File: src/design/rcf_defs.vh
// Constants of the remote command frame codec: bytes, offsets, registers.
// Included by the codec; holds definitions only.
`ifndef RCF_DEFS_VH
`define RCF_DEFS_VH
`define RCF_DELIM 8'h7e
`define RCF_T_REMOTE 8'h17
`define RCF_T_LCMD 8'h08
`define RCF_T_LCMDQ 8'h09
`define RCF_T_RSP 8'h88
`define RCF_T_MSTAT 8'h8a
`define RCF_T_TXSTAT 8'h8b
`define RCF_MS_HWRST 8'h00
`define RCF_MS_WDRST 8'h01
`define RCF_MS_WAKE 8'h0b
`define RCF_MS_SLEEP 8'h0c
`define RCF_DLV_OK 8'h00
`define RCF_CST_ERR 8'h01
`define RCF_CST_MAX 3'h4
`define RCF_OPT_APPLY 8'h02
// Frame offsets
`define RCF_OFS_LENH 16'h0001
`define RCF_OFS_LENL 16'h0002
`define RCF_OFS_TYPE 16'h0003
`define RCF_OFS_FID 16'h0004
`define RCF_OFS_ADDR 16'h0005
`define RCF_OFS_ADDR_END 16'h000c
`define RCF_OFS_OPT 16'h000f
`define RCF_OFS_RNAME 16'h0010
`define RCF_OFS_RNAME_END 16'h0011
`define RCF_OFS_RPRM 16'h0012
`define RCF_OFS_LNAME 16'h0005
`define RCF_OFS_LNAME_END 16'h0006
`define RCF_OFS_LPRM 16'h0007
`define RCF_OFS_ONAMEH 16'h0005
`define RCF_OFS_ONAMEL 16'h0006
`define RCF_OFS_OSTAT 16'h0007
`define RCF_OFS_ODATA 16'h0008
`define RCF_OFS_ADRH 16'h0005
`define RCF_OFS_ADRL 16'h0006
`define RCF_OFS_RETRY 16'h0007
`define RCF_OFS_DLV 16'h0008
`define RCF_OFS_DISC 16'h0009
// Body lengths (type byte onward)
`define RCF_LEN_REMOTE_MIN 16'h000f
`define RCF_LEN_LCMD_MIN 16'h0004
`define RCF_LEN_MSTAT 16'h0002
`define RCF_LEN_TXSTAT 16'h0007
`define RCF_LEN_RSP_HDR 16'h0005
`define RCF_HDR_BYTES 16'h0003
// Registers
`define RCF_REG_CTRL 4'h0
`define RCF_REG_ISTAT 4'h4
`define RCF_REG_IMASK 4'h8
`define RCF_REG_ERRCNT 4'hc
`define RCF_CTRL_RST 2'h3
`define RCF_CTRL_RXEN 0
`define RCF_CTRL_TXEN 1
`define RCF_IS_CMD 0
`define RCF_IS_BAD 1
`define RCF_IS_SENT 2
`define RCF_IS_DROP 3
`define RCF_RESP_OKAY 2'h0
`define RCF_RESP_SLVERR 2'h2
`endif

File: src/design/rcf_cksum.v
// Running 8-bit frame checksum: sum of added bytes, shown as 0xff - sum.
// Assumes clr and add come from logic on aclk.
`timescale 1ns/1ns
module rcf_cksum (
  input wire aclk,
  input wire aresetn,
  input wire clr,
  input wire add,
  input wire [7:0] din,
  output wire [7:0] cks
);
  reg [7:0] sum_r;

  always @(posedge aclk) begin
    if (!aresetn || clr) begin
      sum_r <= 8'h00;
    end else if (add) begin
      sum_r <= sum_r + din;
    end
  end

  assign cks = 8'hff - sum_r;
endmodule

File: src/design/rcf_mem.v
// Simple dual-port byte buffer with registered read data.
// Assumes writer and reader share aclk; read data lag the address by one.
`timescale 1ns/1ns
module rcf_mem #(
  parameter DW = 8,
  parameter AW = 6
) (
  input wire aclk,
  input wire wr_en,
  input wire [AW-1:0] wr_addr,
  input wire [DW-1:0] wr_data,
  input wire [AW-1:0] rd_addr,
  output reg [DW-1:0] rd_data
);
  reg [DW-1:0] mem [0:(1<<AW)-1];

  always @(posedge aclk) begin
    if (wr_en) begin
      mem[wr_addr] <= wr_data;
    end
    rd_data <= mem[rd_addr];
  end
endmodule

File: src/design/rcf_codec.v
// Remote command frame codec: parses host frames, builds device frames.
// Assumes rx bytes and the command/transmit machinery share aclk.
// Function
// - Frame identifier zero suppresses the response
// - Option 0x02 applies at once; others zero
// - Command name sits at bytes 16-17
// - Parameter bytes mean write; none means query
// - Local command answered by type 0x88 frames
// - Response: name 5-6, status 7, data 8
// - Response status codes zero to four
// - Write responses carry no data field
// - Status notification type 0x8A, code offset 4
// - Codes: reset, watchdog, wake, sleep
// - Hardware reset notification after power-up
// - Transmit completion sends type 0x8B frame
// - Broadcast always reports delivery success
// - Transmit status field layout bytes 5-9
// - Delivery status codes passed as given
`timescale 1ns/1ns
`include "rcf_defs.vh"
module rcf_codec #(
  parameter RSP_AW = 6
) (
  input wire aclk,
  input wire aresetn,
  input wire [3:0] s_axi_awaddr,
  input wire s_axi_awvalid,
  output reg s_axi_awready,
  input wire [31:0] s_axi_wdata,
  input wire [3:0] s_axi_wstrb,
  input wire s_axi_wvalid,
  output reg s_axi_wready,
  output reg [1:0] s_axi_bresp,
  output reg s_axi_bvalid,
  input wire s_axi_bready,
  input wire [3:0] s_axi_araddr,
  input wire s_axi_arvalid,
  output reg s_axi_arready,
  output reg [31:0] s_axi_rdata,
  output reg [1:0] s_axi_rresp,
  output reg s_axi_rvalid,
  input wire s_axi_rready,
  output reg irq,
  input wire [7:0] rx_byte,
  input wire rx_valid,
  output reg [7:0] tx_byte,
  output reg tx_valid,
  input wire tx_ready,
  output reg cmd_valid,
  output reg cmd_remote,
  output reg [7:0] cmd_fid,
  output reg [63:0] cmd_addr,
  output reg cmd_apply,
  output reg [15:0] cmd_name,
  output reg cmd_write,
  output reg [15:0] cmd_plen,
  output reg prm_valid,
  output reg [7:0] prm_data,
  output reg [15:0] prm_idx,
  input wire rsp_wr_en,
  input wire [RSP_AW-1:0] rsp_wr_addr,
  input wire [7:0] rsp_wr_data,
  input wire rsp_valid,
  output reg rsp_ready,
  input wire [7:0] rsp_fid,
  input wire [15:0] rsp_name,
  input wire [2:0] rsp_status,
  input wire rsp_is_write,
  input wire [RSP_AW:0] rsp_dlen,
  input wire txs_valid,
  output reg txs_ready,
  input wire [7:0] txs_fid,
  input wire [15:0] txs_addr,
  input wire [7:0] txs_retry,
  input wire [7:0] txs_dlv,
  input wire [7:0] txs_disc,
  input wire txs_bcast,
  input wire ev_wdog,
  input wire ev_wake,
  input wire ev_sleep
);
  localparam RX_HUNT = 3'd0;
  localparam RX_LENH = 3'd1;
  localparam RX_LENL = 3'd2;
  localparam RX_BODY = 3'd3;
  localparam RX_CSUM = 3'd4;
  localparam K_MS = 2'd0;
  localparam K_TXS = 2'd1;
  localparam K_RSP = 2'd2;

  reg [1:0] ctrl_r;
  reg [3:0] istat_r;
  reg [3:0] imask_r;
  reg [7:0] errcnt_r;
  reg [3:0] aw_addr_r;
  reg [31:0] w_data_r;
  reg [3:0] w_strb_r;
  reg [3:0] ev_set;
  reg [3:0] ist_clr;
  reg [31:0] rd_mux;

  reg [2:0] rx_st_r;
  reg [15:0] rx_len_r;
  reg [15:0] rx_ofs_r;
  reg [7:0] rx_type_r;
  reg [7:0] rx_opt_r;
  reg [15:0] rx_pcnt_r;
  wire [7:0] rx_cks;
  wire rx_remote = (rx_type_r == `RCF_T_REMOTE);
  wire rx_local = (rx_type_r == `RCF_T_LCMD) ||
                  (rx_type_r == `RCF_T_LCMDQ);
  wire rx_start = (rx_st_r == RX_HUNT) && rx_valid &&
                  (rx_byte == `RCF_DELIM) && ctrl_r[`RCF_CTRL_RXEN];
  wire rx_add = (rx_st_r == RX_BODY) && rx_valid;
  wire rx_last = (rx_ofs_r == rx_len_r + `RCF_HDR_BYTES - 16'h0001);

  reg [3:0] ms_pend_r;
  reg [7:0] ms_code_r;
  reg [7:0] txs_fid_r;
  reg [15:0] txs_addr_r;
  reg [7:0] txs_retry_r;
  reg [7:0] txs_dlv_r;
  reg [7:0] txs_disc_r;
  reg [7:0] rsp_fid_r;
  reg [15:0] rsp_name_r;
  reg [7:0] rsp_stat_r;
  reg [RSP_AW:0] rsp_dlen_r;
  reg rsp_wr_r;
  reg tx_busy_r;
  reg tx_wait_r;
  reg [1:0] tx_kind_r;
  reg [15:0] tx_ofs_r;
  reg [15:0] tx_len_r;
  reg [7:0] byte_nxt;
  wire [7:0] tx_cks;
  wire [7:0] mem_rd;
  wire [15:0] mem_ra = tx_ofs_r - `RCF_OFS_ODATA;
  wire [15:0] tx_end = tx_len_r + `RCF_HDR_BYTES;
  wire tx_slot = !tx_valid || tx_ready;
  wire tx_load = tx_busy_r && !tx_wait_r && tx_slot;
  wire tx_done = tx_load && (tx_ofs_r == tx_end);
  wire tx_go = !tx_busy_r && ctrl_r[`RCF_CTRL_TXEN] &&
               ((|ms_pend_r) || !txs_ready || !rsp_ready);
  wire txs_take = txs_valid && txs_ready;
  wire rsp_take = rsp_valid && rsp_ready;

  rcf_cksum u_rx_cks (
    .aclk(aclk), .aresetn(aresetn), .clr(rx_start), .add(rx_add),
    .din(rx_byte), .cks(rx_cks)
  );
  rcf_cksum u_tx_cks (
    .aclk(aclk), .aresetn(aresetn), .clr(tx_go),
    .add(tx_load && (tx_ofs_r >= `RCF_OFS_TYPE) && !tx_done),
    .din(byte_nxt), .cks(tx_cks)
  );
  rcf_mem #(.DW(8), .AW(RSP_AW)) u_rsp_mem (
    .aclk(aclk), .wr_en(rsp_wr_en), .wr_addr(rsp_wr_addr),
    .wr_data(rsp_wr_data), .rd_addr(mem_ra[RSP_AW-1:0]), .rd_data(mem_rd)
  );

  // Register bus: write address and data may arrive in either order
  always @* begin
    ist_clr = 4'h0;
    if (!s_axi_awready && !s_axi_wready && !s_axi_bvalid &&
        aw_addr_r == `RCF_REG_ISTAT && w_strb_r[0]) begin
      ist_clr = w_data_r[3:0];
    end
    case (s_axi_araddr)
      `RCF_REG_CTRL: rd_mux = {30'h0, ctrl_r};
      `RCF_REG_ISTAT: rd_mux = {28'h0, istat_r};
      `RCF_REG_IMASK: rd_mux = {28'h0, imask_r};
      `RCF_REG_ERRCNT: rd_mux = {24'h0, errcnt_r};
      default: rd_mux = 32'h0;
    endcase
  end

  always @(posedge aclk) begin
    if (!aresetn) begin
      s_axi_awready <= 1'b1;
      s_axi_wready <= 1'b1;
      s_axi_bvalid <= 1'b0;
      s_axi_bresp <= `RCF_RESP_OKAY;
      s_axi_arready <= 1'b1;
      s_axi_rvalid <= 1'b0;
      s_axi_rdata <= 32'h0;
      s_axi_rresp <= `RCF_RESP_OKAY;
      aw_addr_r <= 4'h0;
      w_data_r <= 32'h0;
      w_strb_r <= 4'h0;
      ctrl_r <= `RCF_CTRL_RST;
      imask_r <= 4'h0;
      istat_r <= 4'h0;
      irq <= 1'b0;
    end else begin
      if (s_axi_awvalid && s_axi_awready) begin
        aw_addr_r <= {s_axi_awaddr[3:2], 2'b00};
        s_axi_awready <= 1'b0;
      end
      if (s_axi_wvalid && s_axi_wready) begin
        w_data_r <= s_axi_wdata;
        w_strb_r <= s_axi_wstrb;
        s_axi_wready <= 1'b0;
      end
      if (!s_axi_awready && !s_axi_wready && !s_axi_bvalid) begin
        s_axi_bvalid <= 1'b1;
        s_axi_bresp <= `RCF_RESP_OKAY;
        if (aw_addr_r == `RCF_REG_CTRL && w_strb_r[0]) begin
          ctrl_r <= w_data_r[1:0];
        end else if (aw_addr_r == `RCF_REG_IMASK && w_strb_r[0]) begin
          imask_r <= w_data_r[3:0];
        end else if (aw_addr_r == `RCF_REG_ERRCNT) begin
          s_axi_bresp <= `RCF_RESP_SLVERR;
        end
      end
      if (s_axi_bvalid && s_axi_bready) begin
        s_axi_bvalid <= 1'b0;
        s_axi_awready <= 1'b1;
        s_axi_wready <= 1'b1;
      end
      if (s_axi_arvalid && s_axi_arready) begin
        s_axi_arready <= 1'b0;
        s_axi_rvalid <= 1'b1;
        s_axi_rdata <= rd_mux;
        s_axi_rresp <= (s_axi_araddr[1:0] == 2'b00) ?
                       `RCF_RESP_OKAY : `RCF_RESP_SLVERR;
      end
      if (s_axi_rvalid && s_axi_rready) begin
        s_axi_rvalid <= 1'b0;
        s_axi_arready <= 1'b1;
      end
      // A new event wins over a clear in the same cycle
      istat_r <= (istat_r & ~ist_clr) | ev_set;
      irq <= |(istat_r & imask_r);
    end
  end

  // Receive parser
  always @(posedge aclk) begin
    if (!aresetn) begin
      rx_st_r <= RX_HUNT;
      rx_len_r <= 16'h0;
      rx_ofs_r <= 16'h0;
      rx_type_r <= 8'h0;
      rx_opt_r <= 8'h0;
      rx_pcnt_r <= 16'h0;
      errcnt_r <= 8'h0;
      cmd_valid <= 1'b0;
      cmd_remote <= 1'b0;
      cmd_fid <= 8'h0;
      cmd_addr <= 64'h0;
      cmd_apply <= 1'b0;
      cmd_name <= 16'h0;
      cmd_write <= 1'b0;
      cmd_plen <= 16'h0;
      prm_valid <= 1'b0;
      prm_data <= 8'h0;
      prm_idx <= 16'h0;
    end else begin
      cmd_valid <= 1'b0;
      prm_valid <= 1'b0;
      case (rx_st_r)
        RX_HUNT: if (rx_start) begin
          rx_st_r <= RX_LENH;
        end
        RX_LENH: if (rx_valid) begin
          rx_len_r[15:8] <= rx_byte;
          rx_st_r <= RX_LENL;
        end
        RX_LENL: if (rx_valid) begin
          rx_len_r[7:0] <= rx_byte;
          rx_ofs_r <= `RCF_OFS_TYPE;
          rx_pcnt_r <= 16'h0;
          rx_st_r <= (rx_len_r[15:8] == 8'h00 && rx_byte == 8'h00) ?
                     RX_HUNT : RX_BODY;
        end
        RX_BODY: if (rx_valid) begin
          rx_ofs_r <= rx_ofs_r + 16'h0001;
          if (rx_last) rx_st_r <= RX_CSUM;
          if (rx_ofs_r == `RCF_OFS_TYPE) rx_type_r <= rx_byte;
          if (rx_ofs_r == `RCF_OFS_FID) cmd_fid <= rx_byte;
          if (rx_remote) begin
            if (rx_ofs_r >= `RCF_OFS_ADDR && rx_ofs_r <= `RCF_OFS_ADDR_END)
              cmd_addr <= {cmd_addr[55:0], rx_byte};
            if (rx_ofs_r == `RCF_OFS_OPT) rx_opt_r <= rx_byte;
            if (rx_ofs_r == `RCF_OFS_RNAME ||
                rx_ofs_r == `RCF_OFS_RNAME_END)
              cmd_name <= {cmd_name[7:0], rx_byte};
          end else if (rx_local && (rx_ofs_r == `RCF_OFS_LNAME ||
                       rx_ofs_r == `RCF_OFS_LNAME_END)) begin
            cmd_name <= {cmd_name[7:0], rx_byte};
          end
          if ((rx_remote && rx_ofs_r >= `RCF_OFS_RPRM) ||
              (rx_local && rx_ofs_r >= `RCF_OFS_LPRM)) begin
            prm_valid <= 1'b1;
            prm_data <= rx_byte;
            prm_idx <= rx_pcnt_r;
            rx_pcnt_r <= rx_pcnt_r + 16'h0001;
          end
        end
        RX_CSUM: if (rx_valid) begin
          rx_st_r <= RX_HUNT;
          // Bad sums, short frames and stray option bits are refused
          if (rx_byte != rx_cks ||
              (rx_remote && (rx_len_r < `RCF_LEN_REMOTE_MIN ||
               (rx_opt_r & ~`RCF_OPT_APPLY) != 8'h00)) ||
              (rx_local && rx_len_r < `RCF_LEN_LCMD_MIN)) begin
            if (errcnt_r != 8'hff) errcnt_r <= errcnt_r + 8'h01;
          end else if (rx_remote || rx_local) begin
            cmd_valid <= 1'b1;
            cmd_remote <= rx_remote;
            cmd_apply <= rx_remote && rx_opt_r[1];
            cmd_write <= (rx_pcnt_r != 16'h0);
            cmd_plen <= rx_pcnt_r;
          end
        end
        default: rx_st_r <= RX_HUNT;
      endcase
    end
  end

  // Outgoing frame bytes by offset
  always @* begin
    byte_nxt = 8'h00;
    if (tx_ofs_r == 16'h0) begin
      byte_nxt = `RCF_DELIM;
    end else if (tx_ofs_r == `RCF_OFS_LENH) begin
      byte_nxt = tx_len_r[15:8];
    end else if (tx_ofs_r == `RCF_OFS_LENL) begin
      byte_nxt = tx_len_r[7:0];
    end else if (tx_ofs_r == tx_end) begin
      byte_nxt = tx_cks;
    end else begin
      case (tx_kind_r)
        K_MS: byte_nxt = (tx_ofs_r == `RCF_OFS_TYPE) ?
                         `RCF_T_MSTAT : ms_code_r;
        K_TXS: case (tx_ofs_r)
          `RCF_OFS_TYPE: byte_nxt = `RCF_T_TXSTAT;
          `RCF_OFS_FID: byte_nxt = txs_fid_r;
          `RCF_OFS_ADRH: byte_nxt = txs_addr_r[15:8];
          `RCF_OFS_ADRL: byte_nxt = txs_addr_r[7:0];
          `RCF_OFS_RETRY: byte_nxt = txs_retry_r;
          `RCF_OFS_DLV: byte_nxt = txs_dlv_r;
          default: byte_nxt = txs_disc_r;
        endcase
        default: case (tx_ofs_r)
          `RCF_OFS_TYPE: byte_nxt = `RCF_T_RSP;
          `RCF_OFS_FID: byte_nxt = rsp_fid_r;
          `RCF_OFS_ONAMEH: byte_nxt = rsp_name_r[15:8];
          `RCF_OFS_ONAMEL: byte_nxt = rsp_name_r[7:0];
          `RCF_OFS_OSTAT: byte_nxt = rsp_stat_r;
          default: byte_nxt = mem_rd;
        endcase
      endcase
    end
  end

  always @* begin
    ev_set = 4'h0;
    ev_set[`RCF_IS_CMD] = (rx_st_r == RX_CSUM) && rx_valid &&
                          (rx_remote || rx_local) && rx_byte == rx_cks;
    ev_set[`RCF_IS_BAD] = (rx_st_r == RX_CSUM) && rx_valid &&
                          rx_byte != rx_cks;
    ev_set[`RCF_IS_SENT] = tx_done;
    ev_set[`RCF_IS_DROP] = (txs_take && txs_fid == 8'h00) ||
                           (rsp_take && rsp_fid == 8'h00);
  end

  // Transmit side: notification first, then transmit status, then reply
  always @(posedge aclk) begin
    if (!aresetn) begin
      ms_pend_r <= 4'h1;
      ms_code_r <= 8'h0;
      txs_ready <= 1'b1;
      rsp_ready <= 1'b1;
      txs_fid_r <= 8'h0;
      txs_addr_r <= 16'h0;
      txs_retry_r <= 8'h0;
      txs_dlv_r <= 8'h0;
      txs_disc_r <= 8'h0;
      rsp_fid_r <= 8'h0;
      rsp_name_r <= 16'h0;
      rsp_stat_r <= 8'h0;
      rsp_dlen_r <= {(RSP_AW+1){1'b0}};
      rsp_wr_r <= 1'b0;
      tx_busy_r <= 1'b0;
      tx_wait_r <= 1'b0;
      tx_kind_r <= K_MS;
      tx_ofs_r <= 16'h0;
      tx_len_r <= 16'h0;
      tx_valid <= 1'b0;
      tx_byte <= 8'h0;
    end else begin
      ms_pend_r <= ms_pend_r | {ev_sleep, ev_wake, ev_wdog, 1'b0};
      if (txs_take && txs_fid != 8'h00) begin
        txs_ready <= 1'b0;
        txs_fid_r <= txs_fid;
        txs_addr_r <= txs_addr;
        txs_retry_r <= txs_retry;
        txs_dlv_r <= txs_bcast ? `RCF_DLV_OK : txs_dlv;
        txs_disc_r <= txs_disc;
      end
      if (rsp_take && rsp_fid != 8'h00) begin
        rsp_ready <= 1'b0;
        rsp_fid_r <= rsp_fid;
        rsp_name_r <= rsp_name;
        rsp_stat_r <= (rsp_status > `RCF_CST_MAX) ?
                      `RCF_CST_ERR : {5'h0, rsp_status};
        rsp_dlen_r <= rsp_dlen;
        rsp_wr_r <= rsp_is_write;
      end
      tx_wait_r <= tx_load;
      if (tx_go) begin
        tx_busy_r <= 1'b1;
        tx_ofs_r <= 16'h0;
        if (|ms_pend_r) begin
          tx_kind_r <= K_MS;
          tx_len_r <= `RCF_LEN_MSTAT;
          // Set wins: clearing only the bit being reported
          if (ms_pend_r[0]) begin
            ms_code_r <= `RCF_MS_HWRST;
            ms_pend_r <= {ev_sleep, ev_wake, ev_wdog, 1'b0} |
                         {ms_pend_r[3:1], 1'b0};
          end else if (ms_pend_r[1]) begin
            ms_code_r <= `RCF_MS_WDRST;
            ms_pend_r <= {ev_sleep, ev_wake, ev_wdog, 1'b0} |
                         {ms_pend_r[3:2], 2'b00};
          end else if (ms_pend_r[2]) begin
            ms_code_r <= `RCF_MS_WAKE;
            ms_pend_r <= {ev_sleep, ev_wake, ev_wdog, 1'b0} |
                         {ms_pend_r[3], 3'b000};
          end else begin
            ms_code_r <= `RCF_MS_SLEEP;
            ms_pend_r <= {ev_sleep, ev_wake, ev_wdog, 1'b0};
          end
        end else if (!txs_ready) begin
          tx_kind_r <= K_TXS;
          tx_len_r <= `RCF_LEN_TXSTAT;
        end else begin
          tx_kind_r <= K_RSP;
          tx_len_r <= rsp_wr_r ? `RCF_LEN_RSP_HDR :
                      `RCF_LEN_RSP_HDR +
                      {{(15-RSP_AW){1'b0}}, rsp_dlen_r};
        end
      end
      if (tx_load) begin
        tx_byte <= byte_nxt;
        tx_valid <= 1'b1;
        tx_ofs_r <= tx_ofs_r + 16'h0001;
      end else if (tx_ready) begin
        tx_valid <= 1'b0;
      end
      if (tx_done) begin
        tx_busy_r <= 1'b0;
        if (tx_kind_r == K_TXS) txs_ready <= 1'b1;
        if (tx_kind_r == K_RSP) rsp_ready <= 1'b1;
      end
    end
  end
endmodule

File: config.mk
export PLATFORM = sky130hd
export DESIGN_NAME = rcf_codec
export DESIGN_NICKNAME = d
export VERILOG_FILES = /design/src/design/rcf_cksum.v /design/src/design/rcf_mem.v /design/src/design/rcf_codec.v
export VERILOG_INCLUDE_DIRS = /design/src /design/src/design
export SDC_FILE = /design/constraint.sdc
export NUM_CORES = 2
export LEC_CHECK = 0
export ABC_AREA = 0
export BUFFER_PORTS_ARGS = -buffer_cell sky130_fd_sc_hd__buf_2
export CAP_MARGIN = 15
export CORE_MARGIN = 10
export CORE_UTILIZATION = 27
export CTS_BUF_LIST = sky130_fd_sc_hd__clkbuf_16
export DETAILED_ROUTE_END_ITERATION = 12
export PLACE_DENSITY_LB_ADDON = 0.2
export SLEW_MARGIN = 20
export SYNTH_ARGS = -nofsm -noshare
export SYNTH_HDL_FRONTEND = slang
export SYNTH_SLANG_ARGS = --single-unit
File: constraint.sdc
create_clock -name aclk -period 6 [get_ports aclk]
set_clock_uncertainty 0.15 [all_clocks]
set_input_delay 0.9 -clock aclk [delete_from_list [all_inputs] [get_ports aclk]]
set_output_delay 0.9 -clock aclk [all_outputs]
set_load 0.01 [all_outputs]
==> results_dict.tcl <==
set metrics [dict create \
    clock-sinks 907 \
    core_region_area_um2 138000 \
    place.port_buffers 291 \
    die_area_um2 155000 \
    row_count 136 \
    grt_pass1_wl_mm 167 \
    synthCells 3054 \
    worst_path_max_delay_cell "dfxtp_1" \
    cts_buffers 103 \
    peakVddDrop_uv 217 \
    hold_path.class "primary input to flop" \
    power_frac_clock_pct 45.0 \
    grt_max_degree 193 \
    routed_wirelength_mm 113 \
    setup_ws_ps 896 \
    cts_hold_repair.buffers 0 \
    ios 351 \
    number_of_antenna_violations_at_the_first_check_in_global_routing 14 \
    min_period_ps 5100 \
    clockRootBuffer "clkbuf_16" \
    grt.total_usage_pct 14.3 \
    crit-reg2reg-launch "tx_len_r[0]" \
    synth_simple_gate_area_share_pct 12.5 \
    crit_path_end_kind "flop" \
    top_ff_cell_synth "edfxtp_1" \
    crit_fanout 15 \
    p_int_w 0.0105 \
    hpwlAfterDp_mm 75.0 \
    hold_path.startpoint "ev_wake" \
    syn_avg_cell_area_um2 12.3 \
    synth-compound-area-share_pct 8.19 \
    flow.area_growth_from_synthesis_pct 17.8 \
    worstReg2RegEnd "u_tx_cks.sum_r[7]" \
    synth_top_area_cell "edfxtp_1" \
    dr_total_vias 24884 \
    cts_max_path_buffers 3 \
    drtPass1Iterations 5 \
    finalSetupTns_ps 0 \
    ys_seq_elements 907 \
    grt.overflow.total 0 \
    synthXorXnorAreaFrac_pct 1.51 \
    wire_per_inst_um 21.8 \
    ctsResizeCount 0 \
    fp.dieH_um 393 \
    post_route_cells_drive_above_1_share_pct 20.5 \
    dieWidth_um 393 \
    tritoncts "built" \
    worstSetupPathType "flop to flop" \
    p_leak_nw 15.1 \
    power_per_cell_area_nw_per_um2 309 \
    final_min_period_over_clock_period_pct 85.1 \
    crit_arrival_ps 5550 \
    finalHoldViolations 0 \
    run_status "completed" \
    fill_cells 13798 \
    ys_seq_area_share_pct 62.0 \
    critPathLaunch "tx_len_r[0]" \
    register_area_um2 23300 \
    gp_congestion 0.792 \
    required_ps 6440 \
    place_ws_ps 945 \
    critical_path.cell_chain "inv_1, ha_1, xnor2_1, or4_4, a2111oi_4, o211ai_2, o21ai_0, nor2_1, nor2_1, ha_1, a21o_1, a21oi_1, o21bai_1, a2111o_1, nand2_1, nor3_1, a221oi_1, nand3_1" \
    cp_max_stage_delay_ps 500 \
    drv_slew 0 \
    worstSetupStartpointType "flop" \
    largest_family_of_logic_cells_by_synthesized_area "simple AND/OR/NAND/NOR gates" \
    viasPerCell 4.80 \
    antenna_left 0 \
    synth-edff-count 512 \
    worstHoldEndpoint "ms_pend_r[2]" \
    maxSlewHeadroom_pct 27.5 \
    grt_pass1_vias 24664 \
    syn-cell-area_um2 37600 \
    clkLatencyLatePin_ps 720 \
    hold-path-cell-count 3 \
    cts.repair_timing.setup_buffer_count 0 \
    clkSlewWorstSetupHoldPaths_ps 60 \
    fmax_ghz 0.196 \
    rsz_0062_raised_after_global_routing "no" \
    area_used_by_multi_input_combinational_logic_um2 13400 \
    setup_violations 0 \
    yosysUniqueCellTypes 84 \
    layout.nets 3500 \
    detail_route.drc_violations 0 \
    part_of_the_power_in_combinational_logic_pct 5.9 \
    ctsHtreeMaxLevel 3 \
    p_sw_share_pct 23.6 \
    netlist_top_cells_area "edfxtp_1 (41%), dfxtp_1 (21%), mux4_2 (10%)" \
    synth.mux.area_fraction_pct 11.9 \
    share_seq_of_total_power_pct 49.0 \
    synthDominantCellAreaShare_pct 40.9 \
    worst-slew-pin-transition_ps 1080 \
    drc_marker_count_from_the_first_detailed_route_iteration 1868 \
    timing.reg2reg.setup_slack_ps 900 \
    maxCapViolCount 0 \
    synth-adder-area-share_pct 1.14 \
    timing.reg2reg.worst_path_depth 18 \
    initial_core_util_pct 27.3 \
    ys_warn_count 0 \
    ys_async_sr_fraction_pct 0 \
    p_switching_w 0.00324 \
]
worst max-delay path by stage:
stage	depth (start not counted)	end
after floorplan	23	u_tx_cks.sum_r[7]
after global placement	18	u_tx_cks.sum_r[7]
after detailed placement	18	u_tx_cks.sum_r[7]
after CTS	18	u_tx_cks.sum_r[7]
after global routing	18	u_tx_cks.sum_r[7]
final	18	u_tx_cks.sum_r[7]
worst max-delay path: cells and delay by family, from the launching register on:
kind | cells | cell delay [ps]
simple gates | 6 | 1100
flops | 1 | 500
xor+xnor | 1 | 130
fa+ha+maj | 2 | 610
compound gates | 8 | 2380
buf+inv | 1 | 130
layer usage:
metal / global-route usage [%] / part of all wire, %
met5: 0 / 0.012
met4: 4.30 / 2.4
met3: 2.05 / 3.8
met2: 23.3 / 48
met1: 19.5 / 46
power groups by stage:
stage               registers [W]  clock network, W  logic, W
finish                    0.00671           0.00617  0.000813
global route              0.00672           0.00662  0.000892
CTS                       0.00671           0.00637  0.000829
detailed placement        0.00684                 0  0.000829
global placement          0.00684                 0  0.000826
floorplan                 0.00681                 0  0.000499
Yosys cell counts (19+ instances only):
cell	n
xnor2_1	31
mux4_2	170
nor3_1	37
ha_1	31
nand2_1	500
mux2i_1	58
nand4_1	23
o21ai_0	45
inv_1	39
nand3_1	90
clkbuf_1	159
xor2_1	34
a21oi_1	299
a22oi_1	27
buf_4	26
nor4_1	23
and3_1	19
buf_1	28
nor2_1	245
dfxtp_1	395
edfxtp_1	512
layout make-up:
type	instances	area share, %
Multi-Input combinational cell	1915	30.2
Timing Repair Buffer	335	4.17
Clock buffer	104	5.88
Antenna cell	3	0.0170
Clock inverter	88	1.66
Tap cell	1794	5.07
Inverter	40	0.356
Sequential cell	907	52.6
state kept, by name, summed over array words and instances, names as in the netlist, 16 cells and up:
| register | cells |
|---|---|
| rx_ofs_r | 16 |
| cmd_plen | 16 |
| rsp_name_r | 16 |
| tx_ofs_r | 16 |
| u_rsp_mem.mem | 512 |
| cmd_addr | 64 |
| cmd_name | 16 |
| rx_pcnt_r | 16 |
| prm_idx | 16 |
| rx_len_r | 16 |
| txs_addr_r | 16 |
logic make-up after synthesis:
kind of cell / after synthesis
simple gates: 1052
flops: 907
compound gates: 507
buf+inv: 257
mux: 232
xor+xnor: 65
fa+ha+maj: 33
other cells: 1
stage by stage:
stage               total power, W  cells  hold WS, ps  utilization (%)  cell area (µm²)
finish                      0.0137   5186          249             32.1            44300
global route                0.0142   5184          218             32.1            44300
CTS                         0.0139   5182          191             32.1            44200
detailed placement         0.00767   4990          292             29.7            40900
global placement           0.00767   4990          287             29.7            40900
floorplan                  0.00731   3079          277                -            37700
placed cells by master, fill, tap and decap left out, drive strengths merged, types with 20 or more instances in the layout:
cell	n
a21oi	300
a22oi	27
and3	20
buf	335
clkbuf	104
clkinv	47
conb	26
dfxtp	395
edfxtp	512
ha	31
inv	67
mux2i	58
mux4	170
nand2	500
nand3	90
nand4	23
nor2	245
nor3	38
nor4	25
o21ai	46
xnor2	31
xor2	34
Power figures use the tool's default switching activity.
